## config.mk

```make
export PLATFORM = sky130hd
export DESIGN_NAME = stsr_status_regs
export DESIGN_NICKNAME = d
export VERILOG_FILES = /design/src/stsr_event_latch.v /design/src/stsr_status_regs.v
export VERILOG_INCLUDE_DIRS = /design/src
export SDC_FILE = /design/constraint.sdc
export NUM_CORES = 1
export LEC_CHECK = 0
export BUFFER_PORTS_ARGS = -buffer_cell sky130_fd_sc_hd__clkbuf_2
export CAP_MARGIN = 40
export CELL_PAD_IN_SITES_DETAIL_PLACEMENT = 0
export CELL_PAD_IN_SITES_GLOBAL_PLACEMENT = 1
export CORE_MARGIN = 4
export CORE_UTILIZATION = 44
export DETAILED_ROUTE_END_ITERATION = 16
export GPL_TIMING_DRIVEN = 1
export HOLD_SLACK_MARGIN = 0.08
export PLACE_DENSITY_LB_ADDON = 0.05
export SLEW_MARGIN = 25
export SYNTH_ARGS = -nofsm -noshare
export SYNTH_HDL_FRONTEND = slang
export SYNTH_SLANG_ARGS = --single-unit
```

## constraint.sdc

```tcl
create_clock -name core_clk -period 1.2 [get_ports core_clk]
set_input_delay 0.06 -clock core_clk [delete_from_list [all_inputs] [get_ports core_clk]]
set_output_delay 0.06 -clock core_clk [all_outputs]
set_load 0.1 [all_outputs]
```

## src/stsr_map.vh

```
// Register indices, field positions and reset values for the arm and measure layer status sets
`ifndef STSR_MAP_VH
`define STSR_MAP_VH

// Register select codes on the command port
`define STSR_SEL_ARM_COND 4'h0
`define STSR_SEL_ARM_RISE 4'h1
`define STSR_SEL_ARM_FALL 4'h2
`define STSR_SEL_ARM_EVT 4'h3
`define STSR_SEL_ARM_MASK 4'h4
`define STSR_SEL_MEAS_COND 4'h5
`define STSR_SEL_MEAS_RISE 4'h6
`define STSR_SEL_MEAS_FALL 4'h7
`define STSR_SEL_MEAS_EVT 4'h8
`define STSR_SEL_MEAS_MASK 4'h9

// Bit positions
`define STSR_ARM1_BIT 1
`define STSR_ARM2_BIT 2
`define STSR_MEAS_BIT 1

// Positions that carry a defined event
`define STSR_ARM_VALID 16'h0006
`define STSR_MEAS_VALID 16'h0002

// Reset and preset values
`define STSR_RISE_RST 16'hffff
`define STSR_FALL_RST 16'h0000
`define STSR_MASK_RST 16'h0000
`define STSR_EVT_RST 16'h0000
`define STSR_COND_RST 16'h0000

`endif

```

## src/stsr_event_latch.v

```verilog
// Transition filter and latched event register for one status set
`include "stsr_map.vh"
`default_nettype none

module stsr_event_latch #(
  parameter [15:0] VALID = 16'hffff
) (
  // Clock and reset
  input wire core_clk,
  input wire nrst,
  // Live condition and filters
  input wire [15:0] condIn,
  input wire [15:0] riseFilter,
  input wire [15:0] fallFilter,
  // Clear request
  input wire clearEvt,
  // Latched events
  output reg [15:0] eventOut
);

  reg [15:0] prevCond_r;
  wire [15:0] rising;
  wire [15:0] falling;
  wire [15:0] hits;

  assign rising = condIn & ~prevCond_r & riseFilter; // see RL5
  assign falling = ~condIn & prevCond_r & fallFilter; // see RL6
  assign hits = (rising | falling) & VALID; // see RL21

  always @(posedge core_clk or negedge nrst) begin
    if (!nrst) begin
      prevCond_r <= `STSR_COND_RST;
      eventOut <= `STSR_EVT_RST;
    end else begin
      prevCond_r <= condIn;
      // A new edge in the clearing cycle survives the clear
      eventOut <= (clearEvt ? `STSR_EVT_RST : eventOut) | hits; // see RL10
    end
  end

endmodule // stsr_event_latch

`default_nettype wire

```

## src/stsr_status_regs.v

```verilog
// Arm layer and measure layer status register sets with summary outputs
//
// How it works
// RL1 - Arm set uses only bits B1, B2
// RL2 - Arm condition B1 means first arm layer
// RL3 - Arm condition B2 means scan layer
// RL4 - Condition register is read-only, always live
// RL5 - Rise filter bit catches 0 to 1
// RL6 - Fall filter bit catches 1 to 0
// RL7 - Two writable 16-bit filters per set
// RL8 - Reading a filter changes nothing
// RL9 - Reset or preset: rise all ones, fall zero
// RL10 - Event bits stay set until cleared
// RL11 - Event read returns contents then clears
// RL12 - Arm events cleared by reset, clear-status, read
// RL13 - Arm summary is OR of event AND mask
// RL14 - Mask zero blocks, mask one passes
// RL15 - Mask reads harmless; cleared by reset/write zero
// RL16 - Measure condition B1 means measure layer
// RL17 - Measure filter acts on B1 only
// RL18 - Measure summary drives waiting-for-trigger bit
// RL19 - Measure events cleared by reset, clear-status, read
// RL20 - Host programs only mask bit B1
// RL21 - Undefined positions read zero in condition and event registers; filters and masks read back all 16 bits as written
`include "stsr_map.vh"
`default_nettype none

module stsr_status_regs (
  // Clock and reset
  input wire core_clk,
  input wire nrst,
  // Live instrument layer state
  input wire inArmLayer1,
  input wire inArmLayer2,
  input wire inMeasureLayer,
  // Decoded command port
  input wire cmdValid,
  input wire cmdWrite,
  input wire [3:0] cmdSel,
  input wire [15:0] cmdWdata,
  input wire clearStatus,
  input wire statusPreset,
  // Read answer
  output reg rdValid,
  output reg [15:0] rdData,
  // Summary bits
  output reg armSummary,
  output reg waitTrigSummary
);

  // Registered state and its next values
  reg [15:0] armCond_r;
  reg [15:0] armCond_nxt;
  reg [15:0] armRise_r;
  reg [15:0] armRise_nxt;
  reg [15:0] armFall_r;
  reg [15:0] armFall_nxt;
  reg [15:0] armMask_r;
  reg [15:0] armMask_nxt;
  reg [15:0] measCond_r;
  reg [15:0] measCond_nxt;
  reg [15:0] measRise_r;
  reg [15:0] measRise_nxt;
  reg [15:0] measFall_r;
  reg [15:0] measFall_nxt;
  reg [15:0] measMask_r;
  reg [15:0] measMask_nxt;

  // Next values of the output flops
  reg rdValid_nxt;
  reg [15:0] rdData_nxt;
  reg armSummary_nxt;
  reg waitTrigSummary_nxt;
  reg [15:0] rdMux;

  // Latched event words
  wire [15:0] armEvt;
  wire [15:0] measEvt;

  // Decoded command strobes
  wire rdStrobe;
  wire wrStrobe;
  wire armRiseWr;
  wire armFallWr;
  wire armMaskWr;
  wire measRiseWr;
  wire measFallWr;
  wire measMaskWr;
  wire armEvtRd;
  wire measEvtRd;
  wire armEvtClr;
  wire measEvtClr;

  // OR over all positions of event AND mask; undefined positions never count
  function summary;
    input [15:0] evt;
    input [15:0] mask;
    input [15:0] valid;
    begin
      summary = |(evt & mask & valid); // see RL14
    end
  endfunction

  function cmdHit;
    input [3:0] sel;
    input [3:0] code;
    input strobe;
    begin
      cmdHit = strobe && (sel == code);
    end
  endfunction

  // Preset wins over a filter write landing in the same cycle
  function [15:0] filterNext;
    input [15:0] cur;
    input preset;
    input [15:0] presetVal;
    input wr;
    input [15:0] wdata;
    begin
      if (preset) begin
        filterNext = presetVal;
      end else if (wr) begin
        filterNext = wdata;
      end else begin
        filterNext = cur;
      end
    end
  endfunction

  // A mask changes only on its own write; preset leaves it alone
  function [15:0] maskNext;
    input [15:0] cur;
    input wr;
    input [15:0] wdata;
    begin
      if (wr) begin
        maskNext = wdata;
      end else begin
        maskNext = cur;
      end
    end
  endfunction

  assign rdStrobe = cmdValid && !cmdWrite;
  assign wrStrobe = cmdValid && cmdWrite;
  assign armRiseWr = cmdHit(cmdSel, `STSR_SEL_ARM_RISE, wrStrobe); // see RL7
  assign armFallWr = cmdHit(cmdSel, `STSR_SEL_ARM_FALL, wrStrobe);
  assign armMaskWr = cmdHit(cmdSel, `STSR_SEL_ARM_MASK, wrStrobe);
  assign measRiseWr = cmdHit(cmdSel, `STSR_SEL_MEAS_RISE, wrStrobe);
  assign measFallWr = cmdHit(cmdSel, `STSR_SEL_MEAS_FALL, wrStrobe);
  assign measMaskWr = cmdHit(cmdSel, `STSR_SEL_MEAS_MASK, wrStrobe);
  // Condition and event selects have no write enable at all
  assign armEvtRd = cmdHit(cmdSel, `STSR_SEL_ARM_EVT, rdStrobe); // see RL11
  assign measEvtRd = cmdHit(cmdSel, `STSR_SEL_MEAS_EVT, rdStrobe);
  assign armEvtClr = clearStatus || armEvtRd; // see RL12
  assign measEvtClr = clearStatus || measEvtRd; // see RL19

  // Live layer state, sampled once so every path sees one copy
  always @* begin
    armCond_nxt = `STSR_COND_RST; // see RL1
    armCond_nxt[`STSR_ARM1_BIT] = inArmLayer1; // see RL2
    armCond_nxt[`STSR_ARM2_BIT] = inArmLayer2; // see RL3
  end

  always @* begin
    measCond_nxt = `STSR_COND_RST;
    measCond_nxt[`STSR_MEAS_BIT] = inMeasureLayer; // see RL16
  end

  always @(posedge core_clk or negedge nrst) begin
    if (!nrst) begin
      armCond_r <= `STSR_COND_RST;
    end else begin
      armCond_r <= armCond_nxt; // see RL4
    end
  end

  always @(posedge core_clk or negedge nrst) begin
    if (!nrst) begin
      measCond_r <= `STSR_COND_RST;
    end else begin
      measCond_r <= measCond_nxt;
    end
  end

  // Filters change on a write or a preset, nothing else
  always @* begin
    armRise_nxt = filterNext(armRise_r, statusPreset, `STSR_RISE_RST, armRiseWr, cmdWdata); // see RL9
    armFall_nxt = filterNext(armFall_r, statusPreset, `STSR_FALL_RST, armFallWr, cmdWdata);
  end

  always @* begin
    measRise_nxt = filterNext(measRise_r, statusPreset, `STSR_RISE_RST, measRiseWr, cmdWdata);
    measFall_nxt = filterNext(measFall_r, statusPreset, `STSR_FALL_RST, measFallWr, cmdWdata);
  end

  always @(posedge core_clk or negedge nrst) begin
    if (!nrst) begin
      armRise_r <= `STSR_RISE_RST; // see RL9
    end else begin
      armRise_r <= armRise_nxt; // see RL7
    end
  end

  always @(posedge core_clk or negedge nrst) begin
    if (!nrst) begin
      armFall_r <= `STSR_FALL_RST;
    end else begin
      armFall_r <= armFall_nxt;
    end
  end

  always @(posedge core_clk or negedge nrst) begin
    if (!nrst) begin
      measRise_r <= `STSR_RISE_RST;
    end else begin
      measRise_r <= measRise_nxt;
    end
  end

  always @(posedge core_clk or negedge nrst) begin
    if (!nrst) begin
      measFall_r <= `STSR_FALL_RST;
    end else begin
      measFall_r <= measFall_nxt;
    end
  end

  always @* begin
    armMask_nxt = maskNext(armMask_r, armMaskWr, cmdWdata); // see RL15
  end

  // Every bit is stored, but only B1 ever reaches the summary
  always @* begin
    measMask_nxt = maskNext(measMask_r, measMaskWr, cmdWdata);
  end

  always @(posedge core_clk or negedge nrst) begin
    if (!nrst) begin
      armMask_r <= `STSR_MASK_RST; // see RL15
    end else begin
      armMask_r <= armMask_nxt;
    end
  end

  always @(posedge core_clk or negedge nrst) begin
    if (!nrst) begin
      measMask_r <= `STSR_MASK_RST;
    end else begin
      measMask_r <= measMask_nxt;
    end
  end

  stsr_event_latch #(
    .VALID(`STSR_ARM_VALID)
  ) armLatch (
    .core_clk(core_clk),
    .nrst(nrst),
    .condIn(armCond_r),
    .riseFilter(armRise_r),
    .fallFilter(armFall_r),
    .clearEvt(armEvtClr),
    .eventOut(armEvt)
  );

  stsr_event_latch #(
    .VALID(`STSR_MEAS_VALID)
  ) measLatch (
    .core_clk(core_clk),
    .nrst(nrst),
    .condIn(measCond_r),
    .riseFilter(measRise_r),
    .fallFilter(measFall_r),
    .clearEvt(measEvtClr),
    .eventOut(measEvt)
  ); // see RL17

  // Read mux; filters and masks read back as written
  always @* begin
    case (cmdSel)
      `STSR_SEL_ARM_COND: rdMux = armCond_r; // see RL4
      `STSR_SEL_ARM_RISE: rdMux = armRise_r; // see RL8
      `STSR_SEL_ARM_FALL: rdMux = armFall_r;
      `STSR_SEL_ARM_EVT: rdMux = armEvt; // see RL11
      `STSR_SEL_ARM_MASK: rdMux = armMask_r;
      `STSR_SEL_MEAS_COND: rdMux = measCond_r;
      `STSR_SEL_MEAS_RISE: rdMux = measRise_r;
      `STSR_SEL_MEAS_FALL: rdMux = measFall_r;
      `STSR_SEL_MEAS_EVT: rdMux = measEvt;
      `STSR_SEL_MEAS_MASK: rdMux = measMask_r;
      default: rdMux = 16'h0000;
    endcase
  end

  // Output flops; rdData keeps the last answer between reads
  always @* begin
    rdValid_nxt = rdStrobe;
    rdData_nxt = rdData;
    if (rdStrobe) begin
      rdData_nxt = rdMux;
    end
  end

  // Summaries lag the event word by one flop
  always @* begin
    armSummary_nxt = summary(armEvt, armMask_r, `STSR_ARM_VALID); // see RL13
  end

  always @* begin
    waitTrigSummary_nxt = summary(measEvt, measMask_r, `STSR_MEAS_VALID); // see RL18
  end

  always @(posedge core_clk or negedge nrst) begin
    if (!nrst) begin
      rdValid <= 1'b0;
    end else begin
      rdValid <= rdValid_nxt;
    end
  end

  always @(posedge core_clk or negedge nrst) begin
    if (!nrst) begin
      rdData <= 16'h0000;
    end else begin
      rdData <= rdData_nxt;
    end
  end

  always @(posedge core_clk or negedge nrst) begin
    if (!nrst) begin
      armSummary <= 1'b0;
    end else begin
      armSummary <= armSummary_nxt;
    end
  end

  always @(posedge core_clk or negedge nrst) begin
    if (!nrst) begin
      waitTrigSummary <= 1'b0;
    end else begin
      waitTrigSummary <= waitTrigSummary_nxt;
    end
  end

endmodule // stsr_status_regs

`default_nettype wire

```

# After elaboration in Yosys (flattened, before gate mapping)

Index checks and enable logic that the tools add are counted.

Add/subtract/negate cells: 0
Multiply operators: 0
Div/mod/pow operators: 0
Order comparisons: 0
Equal/unequal tests: 9
Shifts and indexed selects: 0
Multiplexer cells: 11
Bitwise operators: 18
Reduce and logical (&&, ||, !) cells: 19

Operator list:

| cell               | number |
|---|---|
| $mux 16            | 10 |
| $pmux 16 s10       | 1 |
| $eq 4x3->1 const B | 4 |
| $or 16x2->16       | 1 |
| $or 16x3->16       | 1 |
| $and 3x3->3        | 5 |
| $and 2x2->2        | 5 |
| $logic_and 1x1->1  | 10 |
| $eq 4x2->1 const B | 2 |
| $eq 4x4->1 const B | 2 |
| $reduce_bool 2->1  | 4 |
| $not 3->3          | 2 |
| $eq 4x1->1 const B | 1 |
| $logic_not 4->1    | 1 |
| $not 2->2          | 2 |
| $or 3x3->3         | 1 |
| $logic_or 1x1->1   | 2 |
| $or 2x2->2         | 1 |
| $reduce_or 2->1    | 1 |
| $logic_not 1->1    | 1 |

Register bits after elaboration: 153
Latch bits: 0
Bits in writable memories: 0
ROM bits: 0
Bits of input ports: 29
Output and inout bits: 19
Word-level logic and storage cells: 73
Memories: 0

# Logic depth before layout (Yosys ltp)

Gate-level depths: netlist of run 1.

Depth in word-level cells: 6
Depth in mapped cells: 7
Depth with buffers taken out: 5

# Modules after synthesis

Synthesis of run 1 repeated with hierarchy kept, for this count alone.

Cell total of the unflattened synthesis: 488
Area total of the unflattened synthesis: 6199.7 um2

By module, submodules not included:

| module                        | instances | cells an instance | area an instance (um2) | sequential area each (um2) |
|---|---|---|---|---|
| stsr_status_regs              | 1         | 439               | 5734.2                 | 2992.9 |
| stsr_event_latch at armLatch  | 1         | 27                | 269.0                  | 100.1 |
| stsr_event_latch at measLatch | 1         | 22                | 196.4                  | 50.0 |

# Worst setup path after synthesis of run 1

No wires, ideal clock.

Path type: in2reg
From: input cmdSel[3]
To: register armMask_r[10]
Setup time: 125 ps
Arrival time: 1277 ps
Data required time: 1075 ps
Path slack: -202 ps
Cell stages on the path: 6
Path buffers: 3
Path through: buf_4 > nor4b_4 > nor2b_1 > buf_4 > buf_6 > mux2_2

Longest elaborated chain between the ends: 2

Ends and longest elaborated chain:

| what                 | RTL line               | text |
|---|---|---|
| start, declared      | stsr_status_regs.v:39  | `input wire [3:0] cmdSel,` |
| $eq 4x3->1           | stsr_status_regs.v:109 | `cmdHit = strobe && (sel == code);` |
| $logic_and 1x1->1    | stsr_status_regs.v:109 |  |
| end signal, assigned | stsr_status_regs.v:241 | `` armMask_r <= `STSR_MASK_RST; `` |
| end signal, assigned | stsr_status_regs.v:243 | `armMask_r <= armMask_nxt;` |
| end, declared        | stsr_status_regs.v:58  | `reg [15:0] armMask_r;` |

No other way between the ends.
A chain may end at the register's enable or synchronous reset.

# Worst setup path after layout of run 1

From: register measFall_r[2]
To: register rdData[2]

Longest elaborated chain between the ends: 1

Ends and longest elaborated chain:

| what                   | RTL line               | text |
|---|---|---|
| start, declared        | stsr_status_regs.v:64  | `reg [15:0] measFall_r;` |
| start signal, assigned | stsr_status_regs.v:224 | `` measFall_r <= `STSR_FALL_RST; `` |
| start signal, assigned | stsr_status_regs.v:226 | `measFall_r <= measFall_nxt;` |
| $pmux 16 s10           | stsr_status_regs.v:281 | `case (cmdSel)` |
| end signal, assigned   | stsr_status_regs.v:326 | `rdData <= rdData_nxt;` |
| end, declared          | stsr_status_regs.v:45  | `output reg [15:0] rdData,` |

No other way between the ends.

==> results of run 1 <==
==> repair_timing <==
item,4_1_cts,5_1_grt
endpoints found under the hold margin,202,0
resized for setup,1,2
hold buffers,21,0
pin swaps,0,3
buffers inserted,0,2
endpoints found under the setup margin,2,2
cloned,0,0
==> flip-flops by register name, indices dropped and copies added (netlist names), 2 cells and up <==
name / count
measRise_r: 16
rdData: 16
measFall_r: 16
armMask_r: 16
armRise_r: 16
armLatch.eventOut: 2
measMask_r: 16
armCond_r: 2
armLatch.prevCond_r: 2
armFall_r: 16
==> cell families (layout without fill, tap and decap cells) <==
group                  Yosys count  count (layout)  synth area share
AOI/OAI and AO/OA              154             154             0.230
buffers and inverters           32             157            0.0373
DFF                            124             124             0.592
muxes                           35              35            0.0830
and+or+nand+nor                 39              39            0.0575
==> cell usage in the layout, fill, tap and decap left out, drive strengths merged, types with 9 or more instances in the layout <==
cell type and n:
a21o 14, a22o 34, a22oi 42, a31oi 17, buf 75, clkbuf 52
dfrtp 92, dfstp 32, dlygate4sd3 21, mux2 32, nand2 9, o22a 32
==> area by class of cell <==
class                   count  area [µm²]
fillers                   939        4450
repair buffers            123        1230
multi-input cells         228        1990
clock buffers              25         495
well taps                 143         179
inverters                   2        7.51
flip-flops and latches    124        3150
clock inverters             7         110
==> per-stage QoR <==
step | area, µm² | std cells
2_1_floorplan | 5340 | 384
3_3_place_gp | 6320 | 597
3_5_place_dp | 6320 | 597
4_1_cts | 7140 | 650
5_1_grt | 7160 | 652
6_report | 7160 | 652
==> worst max-delay path: cells and delay by family, from the launching register on <==
kind	cells	cell delay (ps)
multiplexers	1	480
AO/OA/AOI/OAI	3	340
flip-flops	1	380
==> final timing paths <==
check	to	startpoint	cells after the start	slack, ps
worst min-delay path	measMask_r[1]	nrst	2	80
worst min register to register	armLatch.prevCond_r[1]	armCond_r[1]	0	420
min in group core_clk	rdValid	cmdValid	4	190
worst max register to register	rdData[2]	measFall_r[2]	4	-120
max in group asynchronous	measRise_r[7]	nrst	3	500
worst max-delay path	rdData[2]	measFall_r[2]	4	-120
==> metal layers <==
layer | up-vias | routed length [µm] | share of wire
met5 | - | 0 | 0
met4 | 0 | 172 | 0.012
met3 | 14 | 618 | 0.044
met2 | 83 | 6680 | 0.47
met1 | 1960 | 6670 | 0.47
li1 | 1733 | - | -
==> where the power goes <==
group	switching [mW]	total, mW	leakage, nW	internal [mW]
registers	0.187	4.68	1.55	4.50
logic	0.870	1.55	1.34	0.677
clock network	1.75	5.22	0.301	3.47
total	2.81	11.5	3.20	8.65
==> metrics.md, run 1 <==
| Metric | Value |
|---|---|
| Grt met1 use | `0.302` |
| Clock sinks | `124` |
| Setup TNS | `-121 ps` |
| Slowest cell on crit path | `mux4_2` |
| I/O pin cnt | `48` |
| Total wire length | `14100 µm` |
| First-pass detailed-route iteration total | `5` |
| Antenna fix cells | `0` |
| Crit start category | `register` |
| DR iter-0 viols | `217` |
| Max-cap violations | `0` |
| H-tree level count | `4` |
| GR Util met2 | `0.338` |
| Critical path's largest stage delay | `480 ps` |
| Syn nets | `413` |
| CTS root buffer | `clkbuf_16` |
| Count leader, synth | `dfrtp_1` |
| Fin crit share | `1.10` |
| Die Y | `118 µm` |
| Clock transition at path regs | `60 ps` |
| Core area | `11600 µm²` |
| Number of synthesized register bits | `124` |
| Synth area leaders | `dfrtp_1, dfstp_2, a22oi_1` |
| FMAX | `757 MHz` |
| Vias in the first global route | `4033` |
| Sequential-to-total area share from yosys stat | `0.592` |
| Largest area contributor in the netlist | `dfrtp_1` |
| Post-synth top cells | `dfrtp_1, a22oi_1, a22o_1` |
| Violated checks | `setup timing` |
| Worst EP required | `1480 ps` |
| I/O Buffers | `47` |
| DIE AREA | `13900 µm²` |
| Post-synth top flop | `dfrtp_1` |
| DP Worst Slack | `-314 ps` |
| Worst Hold Class | `input pin to async pin` |
| Layout cells sized above 1 | `0.415` |
| Status | `finished, violations left` |
| Worst skew pair latency | `410 ps` |
| Relative max-transition margin | `0.667` |
| Slew at the pin with the worst max-slew slack | `499 ps` |
| Final Max Tran Viols | `0` |
| Power Dens Cells | `1600 nW/µm²` |
| Initial antenna violation count | `0` |
| Post-synth top area share | `0.434` |
| Layout area overhead | `35.0%` |
| GRT busiest layer | `met2` |
| Worst setup path class | `register to register` |
| GRT Total Usage | `0.220` |
| Peak VDD IR | `1600 µV` |
| Endpoint class of the critical path | `register` |
| Worst Hold Slack | `81.4 ps` |
| Worst path cell trace | `mux4_2 > a21oi_2 > o31a_1 > o21ai_1` |
| Worst Path Arrival | `1600 ps` |
| Synth warn | `0` |
| Syn_area_per_cell | `13.8 µm²` |
| HPWL Detailed | `9420 µm` |
| Final WS setup | `-121 ps` |
| Final hold vios | `0` |
| Vias/cell | `5.81` |
| Syn Std Cell Area | `5310 µm²` |
| Post-synth EDFFs | `0` |
| Routability cong. | `0.796` |
| Remaining Overflow, GRT | `0` |
| Final min period | `1320 ps` |
| Antenna Nets Post-Route | `0` |
| Cts bufs inserted | `17` |
| Final count of negative-setup-slack endpoints | `1` |
| Leak Pwr | `3.20 nW` |
| Clk_skew | `8.75 ps` |
| First-pass GRT wire length | `23500 µm` |
| Ys async rst share | `1.00` |
| Unrepaired setup endpoints after global routing | `yes` |
| Tot Pwr | `11.5 mW` |
| GRT met3 Usage | `0.0601` |
| Nets | `525` |
| Drt drc | `0` |
| Final Util | `0.617` |
| Die width | `118 µm` |
| Largest net degree at the start of global routing | `50` |
| Number of core rows | `39` |
| Distinct cells, synth | `44` |
| WL per Instance | `21.7 µm` |
| Initial core utilization | `0.457` |
| CTS tree | `done` |
| Maximum fanout along the worst path | `2` |
| Worst-case clock buffer depth | `2` |
| DR vias | `3790` |
| Cells after synthesis | `384` |
No activity file was read; power rests on OpenSTA's default activity.
==> inputs of run 2 (changes only) <==
--- a/config.mk
+++ b/config.mk
@@ -11,7 +11,7 @@
 export CELL_PAD_IN_SITES_DETAIL_PLACEMENT = 0
 export CELL_PAD_IN_SITES_GLOBAL_PLACEMENT = 1
 export CORE_MARGIN = 4
-export CORE_UTILIZATION = 44
+export CORE_UTILIZATION = 53
 export DETAILED_ROUTE_END_ITERATION = 16
 export GPL_TIMING_DRIVEN = 1
 export HOLD_SLACK_MARGIN = 0.08
==> constraint.sdc (replaced) <==
create_clock -name core_clk -period 1.57 [get_ports core_clk]
set_input_delay 0.0785 -clock core_clk [delete_from_list [all_inputs] [get_ports core_clk]]
set_output_delay 0.0785 -clock core_clk [all_outputs]
set_load 0.1 [all_outputs]
==> run 2 against run 1 <==
Against the previous run: the flow now finishes without violations; non-clock buffer count fell by 21; sequential share of layout area rose by 3.3 points; combinational power fell by 34%; register-to-register slack improved by 320 ps; critical path depth rose by 2; largest cell class unchanged; largest power group unchanged; highest routed layer unchanged.
==> metrics.md, run 2 (same netlist as run 1, synthesis figures left out) <==
| Metric | Value |
|---|---|
| Status | `finished, final reports clean` |
| Net Sw Frac | `0.256` |
| Leak Pwr | `2.99 nW` |
| Most common cell after layout, fill and taps aside | `dfrtp_1` |
| Remaining Overflow, GRT | `0` |
| Final hold vios | `0` |
| First-pass detailed-route iteration total | `4` |
| Max-cap violations | `0` |
| Nets | `504` |
| Largest net degree at the start of global routing | `34` |
| Vias/cell | `6.05` |
| H-tree level count | `4` |
| Antenna Nets Post-Route | `0` |
| Worst EP required | `2020 ps` |
| Unrepaired setup endpoints after global routing | `no` |
| DIE AREA | `11700 µm²` |
| Reg2reg start | `measFall_r[2]` |
| Worst-case clock buffer depth | `2` |
| Number of core rows | `36` |
| Final min period | `1460 ps` |
| Worst setup path class | `input pin to register` |
| Cts bufs inserted | `17` |
| Initial core utilization | `0.543` |
| I/O Buffers | `47` |
| Worst Path Arrival | `1900 ps` |
| R2r setup slk | `200 ps` |
| HPWL Detailed | `8530 µm` |
| Hold Crit Start | `statusPreset` |
| FMAX | `686 MHz` |
| Peak VDD IR | `690 µV` |
| Hold Path Depth | `4` |
| Cell internal pwr | `6.14 mW` |
| Endpoint class of the critical path | `register` |
| Die Y | `108 µm` |
| Clk_skew | `6.83 ps` |
| Clock power frac | `0.443` |
| Fin crit share | `0.928` |
| GRT Total Usage | `0.248` |
| DR iter-0 viols | `163` |
| Die width | `108 µm` |
| Sequential share of power | `0.433` |
| Worst skew pair latency | `520 ps` |
| Antenna fix cells | `0` |
| Drt drc | `0` |
| DR vias | `3759` |
| Final count of negative-setup-slack endpoints | `0` |
| CTS root buffer | `clkbuf_8` |
| Layout area overhead | `25.5%` |
| Switch Pwr | `2.11 mW` |
| Commonest non-fill, non-tap cells in the layout | `dfrtp_1, clkbuf_2, a22oi_1` |
| Routability cong. | `0.799` |
| Relative max-transition margin | `0.636` |
| Setup TNS | `0 ps` |
| Power Dens Cells | `1240 nW/µm²` |
| Slew at the pin with the worst max-slew slack | `548 ps` |
| Maximum fanout along the worst path | `16` |
| Layout cells sized above 1 | `0.371` |
| Vias in the first global route | `4016` |
| Crit start category | `input pin` |
| R2R Path End | `rdData[2]` |
| Worst Hold Class | `input pin to register` |
| Tot Pwr | `8.24 mW` |
| Total wire length | `13200 µm` |
| Core area | `9770 µm²` |
| Worst-case reg-to-reg path depth | `4` |
| Comb pwr share | `0.124` |
| Clock transition at path regs | `60 ps` |
| Min-Delay Endpoint | `measFall_r[11]` |
| # Post-CTS Setup Buffers | `0` |
| CP startpoint | `cmdValid` |
| Clock sinks | `124` |
| WL per Instance | `21.3 µm` |
| Initial antenna violation count | `0` |
| CTS tree | `done` |
| First-pass GRT wire length | `21700 µm` |
| Final Max Tran Viols | `0` |
| I/O pin cnt | `48` |
run 2: changes by cell type in the layout (fill, tap and decap cells not counted), moves of 2 or more:
cell / before / now
dlygate4sd3_1: 21 / 24
dfrtp_2: 2 / 0
a21oi_2: 2 / 0
a21oi_1: 1 / 3
buf_4: 49 / 23
buf_12: 26 / 9
clkbuf_2: 27 / 46
dfrtp_1: 90 / 92
clkinv_2: 4 / 7
run 2: critical path: stages:
cell and delay, ps:
dlygate4sd3_1 560, clkbuf_2 190, nand2_1 140, nor2_1 250, nand2_2 340, o22a_1 330
run 2: routing by layer:
layer	share of wire	GRT usage	routed length, µm
met5	0	0	0
met4	0.011	0.103	148
met3	0.048	0.0531	630
met2	0.49	0.393	6510
met1	0.45	0.334	5910
run 2: cell type report:
class	instances	area, µm²
clock buffer	23	457
multi-input combinational	228	1970
inverter	2	7.51
clock inverter	9	95.1
timing repair buffer	102	823
fill	738	3120
sequential	124	3140
tap	133	166
run 2: timing repair:
action,in CTS,in global routing
hold buffers,24,0
hold endpoints to repair,209,0
resized for setup,0,0
run 2: power groups by stage:
stage,combinational [mW],clock [mW],sequential (mW)
CTS,1.03,3.72,3.57
finish,1.02,3.65,3.57
floorplan,0.377,0,3.87
global placement,0.962,0,3.61
detailed placement,0.982,0,3.61
global route,1.09,3.90,3.59
run 2: how the worst max path moves through the flow:
| stage | end | slack [ps] | depth (start not counted) |
|---|---|---|---|
| floorplan | armMask_r[10] | 150 | 6 |
| global placement | measFall_r[7] | 90 | 6 |
| detailed placement | armMask_r[10] | 50 | 5 |
| CTS | rdData[2] | 120 | 1 |
| global route | armRise_r[13] | 70 | 6 |
| finish | armRise_r[13] | 110 | 6 |
run 2: per-stage QoR:
stage | util | cell area [µm²] | setup WS, ps | instances | hold slack, ps
5_1_grt | 0.681 | 6660 | 74.1 | 621 | 191
3_3_place_gp | 0.600 | 5870 | 92.0 | 565 | 64.3
6_report | 0.681 | 6660 | 113 | 621 | 194
3_5_place_dp | 0.600 | 5870 | 48.4 | 565 | 62.6
4_1_cts | 0.681 | 6660 | 121 | 621 | 173
2_1_floorplan | - | 5310 | 150 | 384 | -217
